==> config.mk <==
export PLATFORM = sky130hd
export DESIGN_NAME = registered_cmd_buffer_parity
export DESIGN_NICKNAME = d
export VERILOG_FILES = /design/src/verilog/cmd_buf_pkg.sv /design/src/verilog/cmd_log_fifo.sv /design/src/verilog/registered_cmd_buffer_parity.sv
export VERILOG_INCLUDE_DIRS = /design/src /design/src/verilog
export SDC_FILE = /design/constraint.sdc
export NUM_CORES = 1
export LEC_CHECK = 0
export BUFFER_PORTS_ARGS = -buffer_cell sky130_fd_sc_hd__buf_2
export CORE_ASPECT_RATIO = 0.7
export CORE_UTILIZATION = 58
export CTS_BUF_LIST = sky130_fd_sc_hd__clkbuf_8 sky130_fd_sc_hd__clkbuf_16
export DETAILED_ROUTE_END_ITERATION = 6
export PLACE_DENSITY_LB_ADDON = 0.05
export RECOVER_POWER = 25
export SETUP_SLACK_MARGIN = 0.02
export SLEW_MARGIN = 20
export SYNTH_ARGS = -nofsm -noshare
export SYNTH_HDL_FRONTEND = slang
export SYNTH_SLANG_ARGS = --single-unit
==> constraint.sdc <==
create_clock -name clock_in -period 6.7 [get_ports clock_in]
set_input_delay 0.67 -clock clock_in [delete_from_list [all_inputs] [get_ports clock_in]]
set_output_delay 0.67 -clock clock_in [all_outputs]
set_load 0.05 [all_outputs]
==> src/verilog/cmd_buf_consts.svh <==
// Constants for the registered command buffer with parity check
`ifndef CMD_BUF_CONSTS_SVH
`define CMD_BUF_CONSTS_SVH

// ----------------------------------------------------------------------
// Widths and log depth
// ----------------------------------------------------------------------
`define CMD_WIDTH        28
`define LOG_DEPTH        32

// ----------------------------------------------------------------------
// Active command bit masks, bit k stands for command line k+1
// ----------------------------------------------------------------------
`define CMD_MASK_CFG_A   28'h0FFF0F5F
`define CMD_MASK_CFG_B   28'h0FAF0FFF

// ----------------------------------------------------------------------
// Timing
// ----------------------------------------------------------------------
`define CLK_PERIOD_NS    20
`define ERR_HOLD_CYCLES  2'h2

`endif

==> src/verilog/cmd_buf_pkg.sv <==
// Types shared by the registered command buffer files
package cmd_buf_pkg;

  // --------------------------------------------------------------------
  // Unsuspended control lines, one bit per rank
  // --------------------------------------------------------------------
  typedef struct packed {
    logic [1:0] chip_sel;
    logic [1:0] term_ctrl;
    logic [1:0] clk_en;
  } ctrl_bits_t;

  // --------------------------------------------------------------------
  // Entry written to the parity error log
  // --------------------------------------------------------------------
  typedef struct packed {
    logic        cfg_sel;
    logic        parity;
    logic [27:0] cmd;
  } err_log_t;

  // --------------------------------------------------------------------
  // Parity error output states, Gray coded
  // --------------------------------------------------------------------
  typedef enum logic [1:0] {
    ERR_IDLE = 2'h0,
    ERR_LOW  = 2'h1,
    ERR_LPM  = 2'h3
  } err_state_t;

endpackage : cmd_buf_pkg

==> src/verilog/cmd_log_fifo.sv <==
// Flip-flop FIFO holding parity error log entries
`timescale 1ns/1ns
`include "cmd_buf_consts.svh"

module cmd_log_fifo #(
  parameter int WIDTH = 30,
  parameter int DEPTH = `LOG_DEPTH
) (
  input  wire logic             clock_in,
  input  wire logic             srst_in,
  input  wire logic             wr_valid_in,
  output logic                  wr_ready_out,
  input  wire logic [WIDTH-1:0] wr_data_in,
  output logic                  rd_valid_out,
  input  wire logic             rd_ready_in,
  output logic      [WIDTH-1:0] rd_data_out
);

  localparam int AW = $clog2(DEPTH);

  initial begin
    if (DEPTH < 2 || (1 << AW) != DEPTH || WIDTH < 1) begin
      $error("cmd_log_fifo: DEPTH must be a power of two >= 2");
    end
  end

  logic [WIDTH-1:0] mem_ff [DEPTH];
  logic [AW:0]      wr_ptr_ff;
  logic [AW:0]      rd_ptr_ff;
  logic             full;
  logic             empty;

  assign full  = (wr_ptr_ff[AW] != rd_ptr_ff[AW]) &&
                 (wr_ptr_ff[AW-1:0] == rd_ptr_ff[AW-1:0]);
  assign empty = (wr_ptr_ff == rd_ptr_ff);
  assign wr_ready_out = !full;
  assign rd_valid_out = !empty;
  assign rd_data_out  = mem_ff[rd_ptr_ff[AW-1:0]];

  always_ff @(posedge clock_in) begin
    if (wr_valid_in && !full) begin
      mem_ff[wr_ptr_ff[AW-1:0]] <= wr_data_in;
    end
  end

  always_ff @(posedge clock_in) begin
    if (srst_in) begin
      wr_ptr_ff <= '0;
    end else if (wr_valid_in && !full) begin
      wr_ptr_ff <= wr_ptr_ff + 1'b1;
    end
  end

  always_ff @(posedge clock_in) begin
    if (srst_in) begin
      rd_ptr_ff <= '0;
    end else if (rd_ready_in && !empty) begin
      rd_ptr_ff <= rd_ptr_ff + 1'b1;
    end
  end

endmodule : cmd_log_fifo

==> src/verilog/registered_cmd_buffer_parity.sv <==
// Registered command buffer with chip-select gating and parity check
`timescale 1ns/1ns
`include "cmd_buf_consts.svh"

module registered_cmd_buffer_parity #(
  parameter int CMD_W     = `CMD_WIDTH,
  parameter int LOG_DEPTH = `LOG_DEPTH
) (
  input  wire logic             clock_in,
  input  wire logic             srst_in,
  input  wire logic             cfg_sel_in,
  input  wire logic             select_gate_enable_in,
  input  wire logic [CMD_W-1:0] cmd_inputs_in,
  input  wire logic             chip_sel_0_in,
  input  wire logic             chip_sel_1_in,
  input  wire logic             term_ctrl_0_in,
  input  wire logic             term_ctrl_1_in,
  input  wire logic             clk_en_0_in,
  input  wire logic             clk_en_1_in,
  input  wire logic             parity_bit_in,
  output logic      [CMD_W-1:0] cmd_outputs_out,
  output logic                  chip_sel_0_out,
  output logic                  chip_sel_1_out,
  output logic                  term_ctrl_0_out,
  output logic                  term_ctrl_1_out,
  output logic                  clk_en_0_out,
  output logic                  clk_en_1_out,
  output logic                  parity_error_n_out,
  output logic                  parity_error_oe_out,
  output logic                  low_power_state_out,
  output logic                  log_wr_ready_out,
  output logic                  log_valid_out,
  input  wire logic             log_ready_in,
  output logic      [CMD_W+1:0] log_data_out
);

  initial begin
    if (CMD_W != `CMD_WIDTH) begin
      $error("registered_cmd_buffer_parity: CMD_W must be 28");
    end
  end

  // --------------------------------------------------------------------
  // Input decode
  // --------------------------------------------------------------------
  logic [CMD_W-1:0] act_mask;
  logic             cs_any;
  logic             gated;

  assign act_mask = cfg_sel_in ? `CMD_MASK_CFG_B : `CMD_MASK_CFG_A;
  assign cs_any   = !chip_sel_0_in || !chip_sel_1_in;
  // Gate enable low lets every crossing through
  assign gated    = select_gate_enable_in && !cs_any;

  // --------------------------------------------------------------------
  // Data path registers
  // --------------------------------------------------------------------
  cmd_buf_pkg::ctrl_bits_t ctrl_ff;
  logic [CMD_W-1:0]        cmd_q_ff;

  // Clock crossing modelled as the rising clock_in edge
  always_ff @(posedge clock_in) begin
    if (srst_in) begin
      cmd_q_ff <= '0;
    end else if (!gated) begin
      cmd_q_ff <= cmd_inputs_in & act_mask;
    end
  end

  always_ff @(posedge clock_in) begin
    if (srst_in) begin
      ctrl_ff <= '0;
    end else begin
      ctrl_ff.chip_sel  <= {chip_sel_1_in, chip_sel_0_in};
      ctrl_ff.term_ctrl <= {term_ctrl_1_in, term_ctrl_0_in};
      ctrl_ff.clk_en    <= {clk_en_1_in, clk_en_0_in};
    end
  end

  assign cmd_outputs_out = cmd_q_ff;
  assign chip_sel_0_out  = ctrl_ff.chip_sel[0];
  assign chip_sel_1_out  = ctrl_ff.chip_sel[1];
  assign term_ctrl_0_out = ctrl_ff.term_ctrl[0];
  assign term_ctrl_1_out = ctrl_ff.term_ctrl[1];
  assign clk_en_0_out    = ctrl_ff.clk_en[0];
  assign clk_en_1_out    = ctrl_ff.clk_en[1];

  // --------------------------------------------------------------------
  // Parity pipeline
  // --------------------------------------------------------------------
  logic             chk_v_ff;
  logic             chk_xor_ff;
  logic             chk_cfg_ff;
  logic [CMD_W-1:0] chk_cmd_ff;
  logic             pend_v_ff;
  logic             pend_err_ff;
  logic             lpm_ff;

  // Stage 1: partial parity of the word taken on edge n
  always_ff @(posedge clock_in) begin
    if (srst_in) begin
      chk_v_ff   <= 1'b0;
      chk_xor_ff <= 1'b0;
      chk_cfg_ff <= 1'b0;
      chk_cmd_ff <= '0;
    end else begin
      chk_v_ff   <= cs_any;
      chk_xor_ff <= ^(cmd_inputs_in & act_mask);
      chk_cfg_ff <= cfg_sel_in;
      chk_cmd_ff <= cmd_inputs_in;
    end
  end

  // Stage 2: parity bit of edge n+1 completes the word of edge n
  always_ff @(posedge clock_in) begin
    if (srst_in) begin
      pend_v_ff   <= 1'b0;
      pend_err_ff <= 1'b0;
    end else begin
      pend_v_ff   <= chk_v_ff;
      pend_err_ff <= chk_xor_ff ^ parity_bit_in;
    end
  end

  always_ff @(posedge clock_in) begin
    if (srst_in) begin
      lpm_ff <= 1'b0;
    end else begin
      lpm_ff <= gated;
    end
  end

  assign low_power_state_out = lpm_ff;

  // --------------------------------------------------------------------
  // Error output latch
  // --------------------------------------------------------------------
  cmd_buf_pkg::err_state_t err_state_ff;
  logic [1:0]              hold_ff;
  logic                    err_ff;

  assign err_ff = (err_state_ff != cmd_buf_pkg::ERR_IDLE);

  // Stage 3 on edge n+2: hold counter keeps the low level long enough
  always_ff @(posedge clock_in) begin
    if (srst_in) begin
      err_state_ff <= cmd_buf_pkg::ERR_IDLE;
      hold_ff      <= 2'h0;
    end else begin
      case (err_state_ff)
        cmd_buf_pkg::ERR_IDLE: begin
          if (pend_v_ff && pend_err_ff) begin
            err_state_ff <= cmd_buf_pkg::ERR_LOW;
            hold_ff      <= `ERR_HOLD_CYCLES - 2'h1;
          end
        end
        cmd_buf_pkg::ERR_LOW: begin
          if (lpm_ff) begin
            err_state_ff <= cmd_buf_pkg::ERR_LPM;
          end else if (pend_v_ff && pend_err_ff) begin
            hold_ff <= `ERR_HOLD_CYCLES - 2'h1;
          end else if (pend_v_ff) begin
            if (hold_ff != 2'h0) begin
              hold_ff <= hold_ff - 2'h1;
            end else begin
              err_state_ff <= cmd_buf_pkg::ERR_IDLE;
            end
          end
        end
        cmd_buf_pkg::ERR_LPM: begin
          // Whole low-power span, then a fresh two-cycle hold
          if (!lpm_ff) begin
            err_state_ff <= cmd_buf_pkg::ERR_LOW;
            hold_ff      <= `ERR_HOLD_CYCLES - 2'h1;
          end
        end
        default: begin
          err_state_ff <= cmd_buf_pkg::ERR_IDLE;
          hold_ff      <= 2'h0;
        end
      endcase
    end
  end

  // Open drain: only ever pulls low
  assign parity_error_n_out  = 1'b0;
  assign parity_error_oe_out = err_ff;

  // --------------------------------------------------------------------
  // Error log
  // --------------------------------------------------------------------
  // Entries arriving while full are dropped; the pin still reports them
  cmd_buf_pkg::err_log_t log_entry;
  logic                  log_push;

  assign log_entry.cfg_sel = chk_cfg_ff;
  assign log_entry.parity  = parity_bit_in;
  assign log_entry.cmd     = chk_cmd_ff;
  assign log_push = chk_v_ff && (chk_xor_ff ^ parity_bit_in) && !srst_in;

  cmd_log_fifo #(
    .WIDTH (CMD_W + 2),
    .DEPTH (LOG_DEPTH)
  ) u_log (
    .clock_in     (clock_in),
    .srst_in      (srst_in),
    .wr_valid_in  (log_push),
    .wr_ready_out (log_wr_ready_out),
    .wr_data_in   (log_entry),
    .rd_valid_out (log_valid_out),
    .rd_ready_in  (log_ready_in),
    .rd_data_out  (log_data_out)
  );
endmodule : registered_cmd_buffer_parity
=== Word-level counts from Yosys, hierarchy flattened ===
Memories as Yosys holds them, arrays and structs flattened. A register that Yosys moved wholly into a read port is not among the register bits.
Cells that the tools add are included.

* Word-level logic and storage cells: 71
* Output and inout port bits: 69
* Input bits: 40
* Memories kept: 1
* Flip-flop bits (word level): 84
* Memory bits (writable): 960

{| class="wikitable"
|+ Memory list
! memory !! depth !! width !! rd ports !! clocked after Yosys merged registers in !! write ports !! RTL line !! source
|-
| u_log.mem_ff || 32 || 30 || 1 || 1 || 1 || cmd_log_fifo.sv:27 || <nowiki>logic [WIDTH-1:0] mem_ff [DEPTH];</nowiki>
|}

* Eq/ne operators: 13
* Add/sub/neg operators: 3
* Reductions and logical operators: 20
* Bitwise gates (word level): 2
* Muxes and demuxes: 17

{| class="wikitable"
|+ Operators by type and width
! kind !! number
|-
| 28-bit bitwise AND || 1
|-
| 28-bit XOR reduction || 1
|-
| 23-bit two-way mux || 1
|-
| 2-bit two-way mux || 10
|-
| 3-bit != test, second input constant || 5
|-
| 6-bit by 1-bit adder with 6-bit output, second input constant || 2
|-
| 2-bit one-hot mux with 3 select lines || 2
|-
| 5-bit two-way mux || 2
|-
| 5-bit AND reduction || 2
|-
| 1-bit logical AND || 7
|-
| 6-bit equality test || 1
|-
| 1-bit logical NOT || 6
|-
| 2-bit != test, second input constant || 3
|-
| 5-bit equality test || 1
|-
| 2-bit nonzero test || 2
|-
| 2-bit by 1-bit equality test with 1-bit output, second input constant || 1
|-
| 2-bit equality test, second input constant || 1
|-
| 2-bit logical NOT || 1
|-
| 1-bit two-way mux || 2
|-
| 2-bit by 1-bit subtractor with 2-bit output, second input constant || 1
|-
| 1-bit logical OR || 1
|-
| 1-bit != test || 1
|-
| 1-bit XOR || 1
|}

=== Longest topological paths before layout ===
Gate-level depths: netlist of run 1.

* Word-level depth: 6
* Depth in mapped cells: 8

=== Modules after synthesis ===
A second synthesis of run 1 with hierarchy kept.

* Cell total of the unflattened synthesis: 2,391
* Area total of the unflattened synthesis: 40,471.3 um^2

{| class="wikitable"
|+ Modules (own cells, without submodules)
! module !! instances !! area each (um^2) !! cells an instance
|-
| cmd_log_fifo || 1 || 38,089.0 || 2,176
|-
| registered_cmd_buffer_parity || 1 || 2,382.3 || 215
|}

=== Worst setup path before layout of run 1 ===
OpenSTA, ideal clock, no wires.

* Kind: input to register
* From: in srst_in
* To: mem u_log.mem_ff[20][0] (enable)
* Stages: 5
* Data required time: 6,283 ps
* Arrival time: 2,701 ps
* Path buffers: 0
* Library setup time: 417 ps
* Path slack: 3,582 ps
* Cell sequence: nor2b_1 -> nor2b_1 -> o21a_1 -> nand2_1 -> nor2_1

* Longest elaborated chain between the ends: 5

{| class="wikitable"
|+ Ends and longest elaborated chain
! item !! RTL line !! source
|-
| from (decl) || registered_cmd_buffer_parity.sv:10 || <nowiki>input wire logic srst_in,</nowiki>
|-
| 1-bit logical NOT || registered_cmd_buffer_parity.sv:199 || <nowiki>assign log_push = chk_v_ff && (chk_xor_ff ^ parity_bit_in) && !srst_in;</nowiki>
|-
| 1-bit logical AND || registered_cmd_buffer_parity.sv:199 ||
|-
| 1-bit logical AND || cmd_log_fifo.sv:41 || <nowiki>if (wr_valid_in && !full) begin</nowiki>
|-
| 1-bit two-way mux || cmd_log_fifo.sv:41 ||
|-
| 1-bit two-way mux (not written as such) || cmd_log_fifo.sv:42 || <nowiki>mem_ff[wr_ptr_ff[AW-1:0]] <= wr_data_in;</nowiki>
|-
| to (decl) || cmd_log_fifo.sv:27 ||
|}

No other way between the ends.

==> summary.txt, run 1 <==
Outcome
  • Status: finished with violations
  • Violated checks: capacitance limit, slew limit

Drt
  • DRC viols: 0
  • TritonRoute pass-1 iters: 5
  • Routed vias/inst: 6.41
  • Final antenna-violating net count: 0
  • DR vias: 19,400
  • WL/cell: 30.7 µm
  • Routed wire length: 93,100 µm
  • Iter 0 DRT Violations: 2,080

Pwr
  • Comb power frac: 5.7%
  • Register share of total power: 55.3%
  • P_sw: 2.91 mW
  • PwrDens: 293 mW/mm²
  • Net Sw Frac: 22.1%
  • Internal Power: 10.3 mW
  • Clk network pwr share: 39.0%
  • Peak VDD IR: 289 µV
  • Static Leak: 14.6 nW

Die
  • Initial Util: 58.7%
  • Core region area: 0.0682 mm²
  • Die Area: 0.0701 mm²
  • Die Span X: 316 µm
  • Die Ht: 222 µm
  • Top-level I/O count: 109
  • Rows: 80

Min path
  • Worst Hold Depth: 2
  • Hold Path Sink: term_ctrl_1_out$_SDFF_PP0_
  • HP Class: in2reg
  • Hold path start: term_ctrl_1_in

Place
  • GP Congestion: 0.789
  • Port Buf Inserts: 103
  • HPWL after DPL: 55,400 µm

Logic synthesis
  • EDFF count, synth: 960
  • Cell accounting for the most synthesized area: edfxtp_1
  • Sequential area share after synthesis: 76.3%
  • Most used DFF post-synth: edfxtp_1
  • Synth area leaders: edfxtp_1 (72%), mux4_2 (14%), dfxtp_1 (4.3%)
  • Top-area cell type share of the netlist area: 72.0%
  • Cell Area, Synth: 0.0400 mm²
  • Async set-reset flop share out of synthesis: 0%
  • Yosys cell types: 45
  • Syn_area_per_cell: 21.1 µm²
  • Mapped Cells: 1,899
  • Ys Warns: 0
  • #FFs+latches synth: 1,045

Clocking
  • CTS tree: yes
  • CTS sink cnt: 1,045
  • Num CTS Buffers: 95
  • H-tree depth: 3
  • Post-CTS Hold Fix Bufs: 0
  • Resized Gates After CTS: 0
  • CTS Root Buffer Type: clkbuf_16
  • Postcts setup bufs: 0
  • Clock Path Buffers: 3
  • Clk slew on worst S/H paths: 0.06 ns
  • Worst-skew pair later-pin latency: 0.66 ns

Setup path
  • Worst path bufs/invs: 2
  • Worst Setup End Kind: output pin
  • Reg-to-reg setup timing slack: 3.24 ns
  • CP Class: reg2out
  • CP required: 6.03 ns
  • Slowest stage delay, CP: 0.97 ns
  • CP Launch Type: flop
  • RR Startpoint: u_log.wr_ptr_ff[4]$_SDFFE_PP0P_
  • Critical-path cell list: buf_4 > mux4_2 > mux2_2 > a211oi_1 > a21oi_1 > buf_2
  • Reg2Reg Capture Point: u_log.mem_ff[1][22]$_DFFE_PP_
  • Arrival @ worst endpoint: 3.98 ns
  • Crit path max-delay family: flip-flops
  • Worst path slowest cell: dfxtp_4
  • CP max FO: 46
  • Worst-case reg-to-reg path depth: 6

Global route
  • Pin count of the biggest net entering global routing: 67
  • Grt total ovfl: 0
  • First-pass GRT wire length: 135,000 µm
  • Antenna violations before repair: 3
  • Total GRT Usage: 27.3%
  • Vias in the first global route: 19,600

Finish
  • Fillcell total: 4,428
  • Layout area overhead: 12.5%
  • Layout cell share with drive strength beyond 1: 29.5%
  • Core Util, Final: 66.1%
  • Fin nets: 2,108

STA
  • Relative slew slack: -97.0%
  • Final setup fails: 0
  • Period minus WS final: 4.65 ns
  • Max Freq: 0.215 GHz
  • Fin. max-slew vios: 229
  • Hold WS: 0.229 ns
  • Final Hold Viols: 0
  • Worst-Margin Slew: 2.96 ns
  • Unrepaired setup endpoints after global routing: no
  • Setup TNS: 0 ns
  • Fin crit share: 69.4%
  • Final Skew: 0.0160 ns

Job
  • Maxcap violations: 6
## stage by stage
step / cells / worst slack (ns) / power, mW / cell area [µm²]
after CTS: 3034 / 1.96 / 13.2 / 45000
after detailed placement: 2863 / 2.60 / 8.18 / 42100
after global placement: 2853 / 2.68 / 8.16 / 41900
after global routing: 3034 / 1.85 / 13.5 / 45000
final: 3035 / 2.05 / 13.2 / 45000
after floorplan: 1903 / 3.58 / 7.91 / 40000
## layout make-up
cell class	count	area (µm²)	share of cell area [%]
Inverter	8	30.0	0.0667
Clock buffer	101	2500	5.56
Clock inverter	70	405	0.900
Tap cell	902	1130	2.51
Antenna cell	1	2.50	0.00556
Multi-Input combinational cell	744	9200	20.4
Timing Repair Buffer	164	1200	2.66
Sequential cell	1045	30600	67.9
## power groups by stage
stage / clock network [mW] / registers [mW] / logic, mW
2_1_floorplan: 0 / 7.41 / 0.506
4_1_cts: 5.18 / 7.29 / 0.750
3_3_place_gp: 0 / 7.42 / 0.740
3_5_place_dp: 0 / 7.43 / 0.747
5_1_grt: 5.40 / 7.30 / 0.787
6_report: 5.15 / 7.29 / 0.745
## cells in the mapped netlist (all sizes together), types with 3 or more instances
master,instances
inv,8
dfxtp,85
a211oi,30
ha,10
buf,66
o22a,20
mux2,61
xor2,7
nand2b,3
nor2b,43
nand4,3
clkbuf,40
mux4,240
o21ai,38
nand3b,5
nor2,75
nand3,7
or3,3
mux2i,65
edfxtp,960
xnor2,23
a21oi,41
nand2,47
## logic make-up (layout without fill, tap and decap cells)
| kind of cell | count (synthesis) | in the layout | share of synthesized area [%] |
|---|---|---|---|
| AOI/OAI and AO/OA | 138 | 138 | 2.17 |
| xor gates and xnor gates | 31 | 31 | 0.713 |
| adders and majority gates | 10 | 10 | 0.313 |
| buffers and inverters | 114 | 343 | 1.38 |
| DFF | 1045 | 1045 | 76.3 |
| muxes | 366 | 366 | 16.8 |
| other | 1 | 6 | 0.00937 |
| and+or+nand+nor | 194 | 194 | 2.29 |
## worst max path at each step
stage / to / cells past startpoint / start / slack, ns
2_1_floorplan: u_log.mem_ff[20][0]$_DFFE_PP_ / 5 / srst_in / 3.58
3_3_place_gp: u_log.mem_ff[12][9]$_DFFE_PP_ / 7 / srst_in / 2.68
3_5_place_dp: u_log.mem_ff[25][14]$_DFFE_PP_ / 8 / srst_in / 2.60
4_1_cts: log_data_out[12] / 6 / flop / 1.96
5_1_grt: log_data_out[29] / 6 / flop / 1.85
6_report: log_data_out[12] / 6 / flop / 2.05
## sequential cells by signal (all words and copies together), names as in the netlist, 2 cells and up, named ones only
signal	count
hold_ff	2
u_log.mem_ff	960
cmd_outputs_out	24
u_log.rd_ptr_ff	6
u_log.wr_ptr_ff	6
err_state_ff	2
chk_cmd_ff	28
## routing by layer
metal	track usage, %	up-vias	wire (µm)
met3	4.55	110	7450
met5	0	-	0
met1	44.3	10500	41800
li1	-	8087	-
met4	5.81	0	1580
met2	39.6	797	42300
## cells in the final DEF, fill, tap and decap left out, drive strengths merged, types with 10 or more instances in the layout
master and instances:
inv 37, clkinv 35, a21oi 41, nand2 47, mux2i 65, xnor2 23, dfxtp 85, ha 10
a211oi 30, clkbuf 108, mux2 61, o22a 20, mux4 240, o21ai 38, edfxtp 960, nor2b 43
buf 157, nor2 75
Power figures use the tool's default switching activity.
==> run 2: changes to the inputs <==
==> constraint.sdc (replaced) <==
create_clock -name clock_in -period 4.7 [get_ports clock_in]
set_input_delay 0.47 -clock clock_in [delete_from_list [all_inputs] [get_ports clock_in]]
set_output_delay 0.47 -clock clock_in [all_outputs]
set_load 0.05 [all_outputs]
==> summary.txt, run 2 (synthesis gave the netlist of run 1 again) <==
Clocking
  • Resized Gates After CTS: 0 (unchanged)
  • Clock Path Buffers: 3 (unchanged)
  • Worst-skew pair later-pin latency: 0.66 ns (about the same)
  • Num CTS Buffers: 94 (was 95)
  • CTS tree: yes (unchanged)
  • H-tree depth: 3 (unchanged)
  • CTS Root Buffer Type: clkbuf_16 (unchanged)
  • Clk slew on worst S/H paths: 0.06 ns (about the same)
  • CTS sink cnt: 1,045 (unchanged)

STA
  • Hold WS: 0.0361 ns (was 0.229 ns)
  • Fin crit share: 86.8%
  • Final Skew: 0.0244 ns (was 0.0160 ns)
  • Worst-Margin Slew: 1.88 ns (was 2.96 ns)
  • Fin. max-slew vios: 429 (was 229)
  • Max Freq: 0.245 GHz
  • Unrepaired setup endpoints after global routing: no (unchanged)
  • Final Hold Viols: 0 (unchanged)
  • Relative slew slack: -25.6% (was -97.0%)
  • Final setup fails: 0 (unchanged)
  • Period minus WS final: 4.08 ns
  • Setup TNS: 0 ns (unchanged)

Global route
  • Grt total ovfl: 0 (unchanged)
  • Antenna violations before repair: 1 (was 3)
  • Vias in the first global route: 19,400 (was 19,600)
  • Total GRT Usage: 26.1% (was 27.3%)
  • First-pass GRT wire length: 131,000 µm (was 135,000 µm)
  • Pin count of the biggest net entering global routing: 68 (was 67)

Finish
  • Number of antenna diodes: 0 (was 1)
  • Most common cell after layout, fill and taps aside: edfxtp_1 (unchanged)
  • Fin cells: 3,060 (was 3,035)
  • Layout cell share with drive strength beyond 1: 30.5% (was 29.5%)
  • Max reg flops: 960 (unchanged)
  • Layout area overhead: 13.7% (was 12.5%)
  • Fin nets: 2,128 (was 2,108)
  • Final Cell Area: 0.0455 mm² (was 0.0450 mm²)
  • FF/Latch Area: 0.0306 mm² (about the same)
  • Leading cell types in the layout, fill and taps excluded: edfxtp_1 (960), mux4_2 (240), buf_2 (101), clkbuf_16 (99), dfxtp_1 (69) (was edfxtp_1 (960), mux4_2 (240), buf_2 (102), clkbuf_16 (99), dfxtp_1 (72))
  • Fillcell total: 4,358 (was 4,428)
  • Area of the multi-input gates: 0.00920 mm² (unchanged)

Setup path
  • Arrival @ worst endpoint: 3.61 ns (was 3.98 ns)
  • Worst Setup End Kind: output pin (unchanged)
  • Worst path slowest cell: dfxtp_4 (unchanged)
  • Crit path max-delay family: multiplexers (was flip-flops)
  • Critical-path cell list: buf_4 > mux4_2 > mux2_2 > a211oi_1 > a21oi_1 > buf_2 (unchanged)
  • CP required: 4.23 ns (was 6.03 ns)
  • CP Launch Type: flop (unchanged)
  • Slowest stage delay, CP: 0.69 ns (was 0.97 ns)
  • CP max FO: 25 (was 46)
  • CP Class: reg2out (unchanged)
  • Worst path bufs/invs: 2 (unchanged)

Pwr
  • Static Leak: 14.8 nW (was 14.6 nW)
  • Net Sw Frac: 21.5% (was 22.1%)
  • Clk network pwr share: 41.0% (was 39.0%)
  • P_sw: 4.20 mW (was 2.91 mW)
  • Peak VDD IR: 310 µV (was 289 µV)
  • Internal Power: 15.3 mW (was 10.3 mW)
  • Comb power frac: 6.0% (was 5.7%)
  • PwrDens: 428 mW/mm² (was 293 mW/mm²)
  • Register share of total power: 53.0% (was 55.3%)

Place
  • Port Buf Inserts: 103 (unchanged)
  • Placement Cell Area: 0.0422 mm² (was 0.0421 mm²)
  • GP Congestion: 0.805 (was 0.789)
  • Dpl cells: 2,877 (was 2,863)
  • HPWL after DPL: 53,200 µm (was 55,400 µm)

Drt
  • TritonRoute pass-1 iters: 5 (unchanged)
  • Iter 0 DRT Violations: 2,008 (was 2,080)
  • DRC viols: 0 (unchanged)
  • Final antenna-violating net count: 0 (unchanged)
  • DR vias: 19,100 (was 19,400)
  • Routed wire length: 88,800 µm (was 93,100 µm)
  • Routed vias/inst: 6.25 (was 6.41)
  • WL/cell: 29.0 µm (was 30.7 µm)

Die
  • Die Ht: 222 µm (unchanged)
  • Core region area: 0.0682 mm² (unchanged)
  • Rows: 80 (unchanged)
  • Die Span X: 316 µm (unchanged)
  • Top-level I/O count: 109 (unchanged)
  • Die Area: 0.0701 mm² (unchanged)
  • Initial Util: 58.7% (unchanged)

Outcome
  • Violated checks: capacitance limit, slew limit (unchanged)
  • Status: finished with violations (unchanged)

Min path
  • HP Class: in2reg (unchanged)

Job
  • Maxcap violations: 13 (was 6)
-- run 2: worst paths after layout --
kind                                    start                               end  slack (ns)  depth (start not counted)
min reg2reg  cmd_outputs_out[22]$_SDFFE_PP0N_  cmd_outputs_out[22]$_SDFFE_PP0N_        0.45                          2
max reg2reg   u_log.wr_ptr_ff[4]$_SDFFE_PP0P_     u_log.mem_ff[25][3]$_DFFE_PP_        1.36                          6
max                                      flop                  log_data_out[22]        0.62                          6
min                               clk_en_0_in           clk_en_0_out$_SDFF_PP0_        0.04                          2
-- run 2: through the flow --
stage / power (mW) / setup WS, ns / util, %
after CTS: 19.6 / 0.505 / 66.7
final: 19.5 / 0.619 / 66.7
after global placement: 11.7 / 1.14 / 61.8
after floorplan: 11.3 / 1.75 / -
after detailed placement: 11.7 / 0.961 / 61.9
after global routing: 20.0 / 0.435 / 66.7
-- run 2: power groups by stage --
stage | registers (mW) | logic (mW) | clock network [mW]
floorplan | 10.6 | 0.722 | 0
finish | 10.3 | 1.16 | 8.00
global placement | 10.5 | 1.15 | 0
detailed placement | 10.5 | 1.16 | 0
CTS | 10.3 | 1.17 | 8.10
global route | 10.3 | 1.22 | 8.42
-- run 2: metal layers --
metal	part of all wire, %	GRT usage (%)
met5	0	0
met4	2.0	6.34
met3	7.7	5.13
met2	47	39.3
met1	44	40.0
-- run 2: layout make-up --
| cell class | count | share of cell area, % |
|---|---|---|
| Sequential cell | 1045 | 67.2 |
| Multi-Input combinational cell | 744 | 20.2 |
| Clock buffer | 109 | 5.75 |
| Timing Repair Buffer | 185 | 2.90 |
| Tap cell | 902 | 2.48 |
| Clock inverter | 67 | 1.43 |
| Inverter | 8 | 0.0660 |
-- run 2: repair_timing --
item / in CTS / in global routing
setup buffers: 0 / 0
endpoints found under the hold margin: 5 / 0
hold buffers: 5 / 0
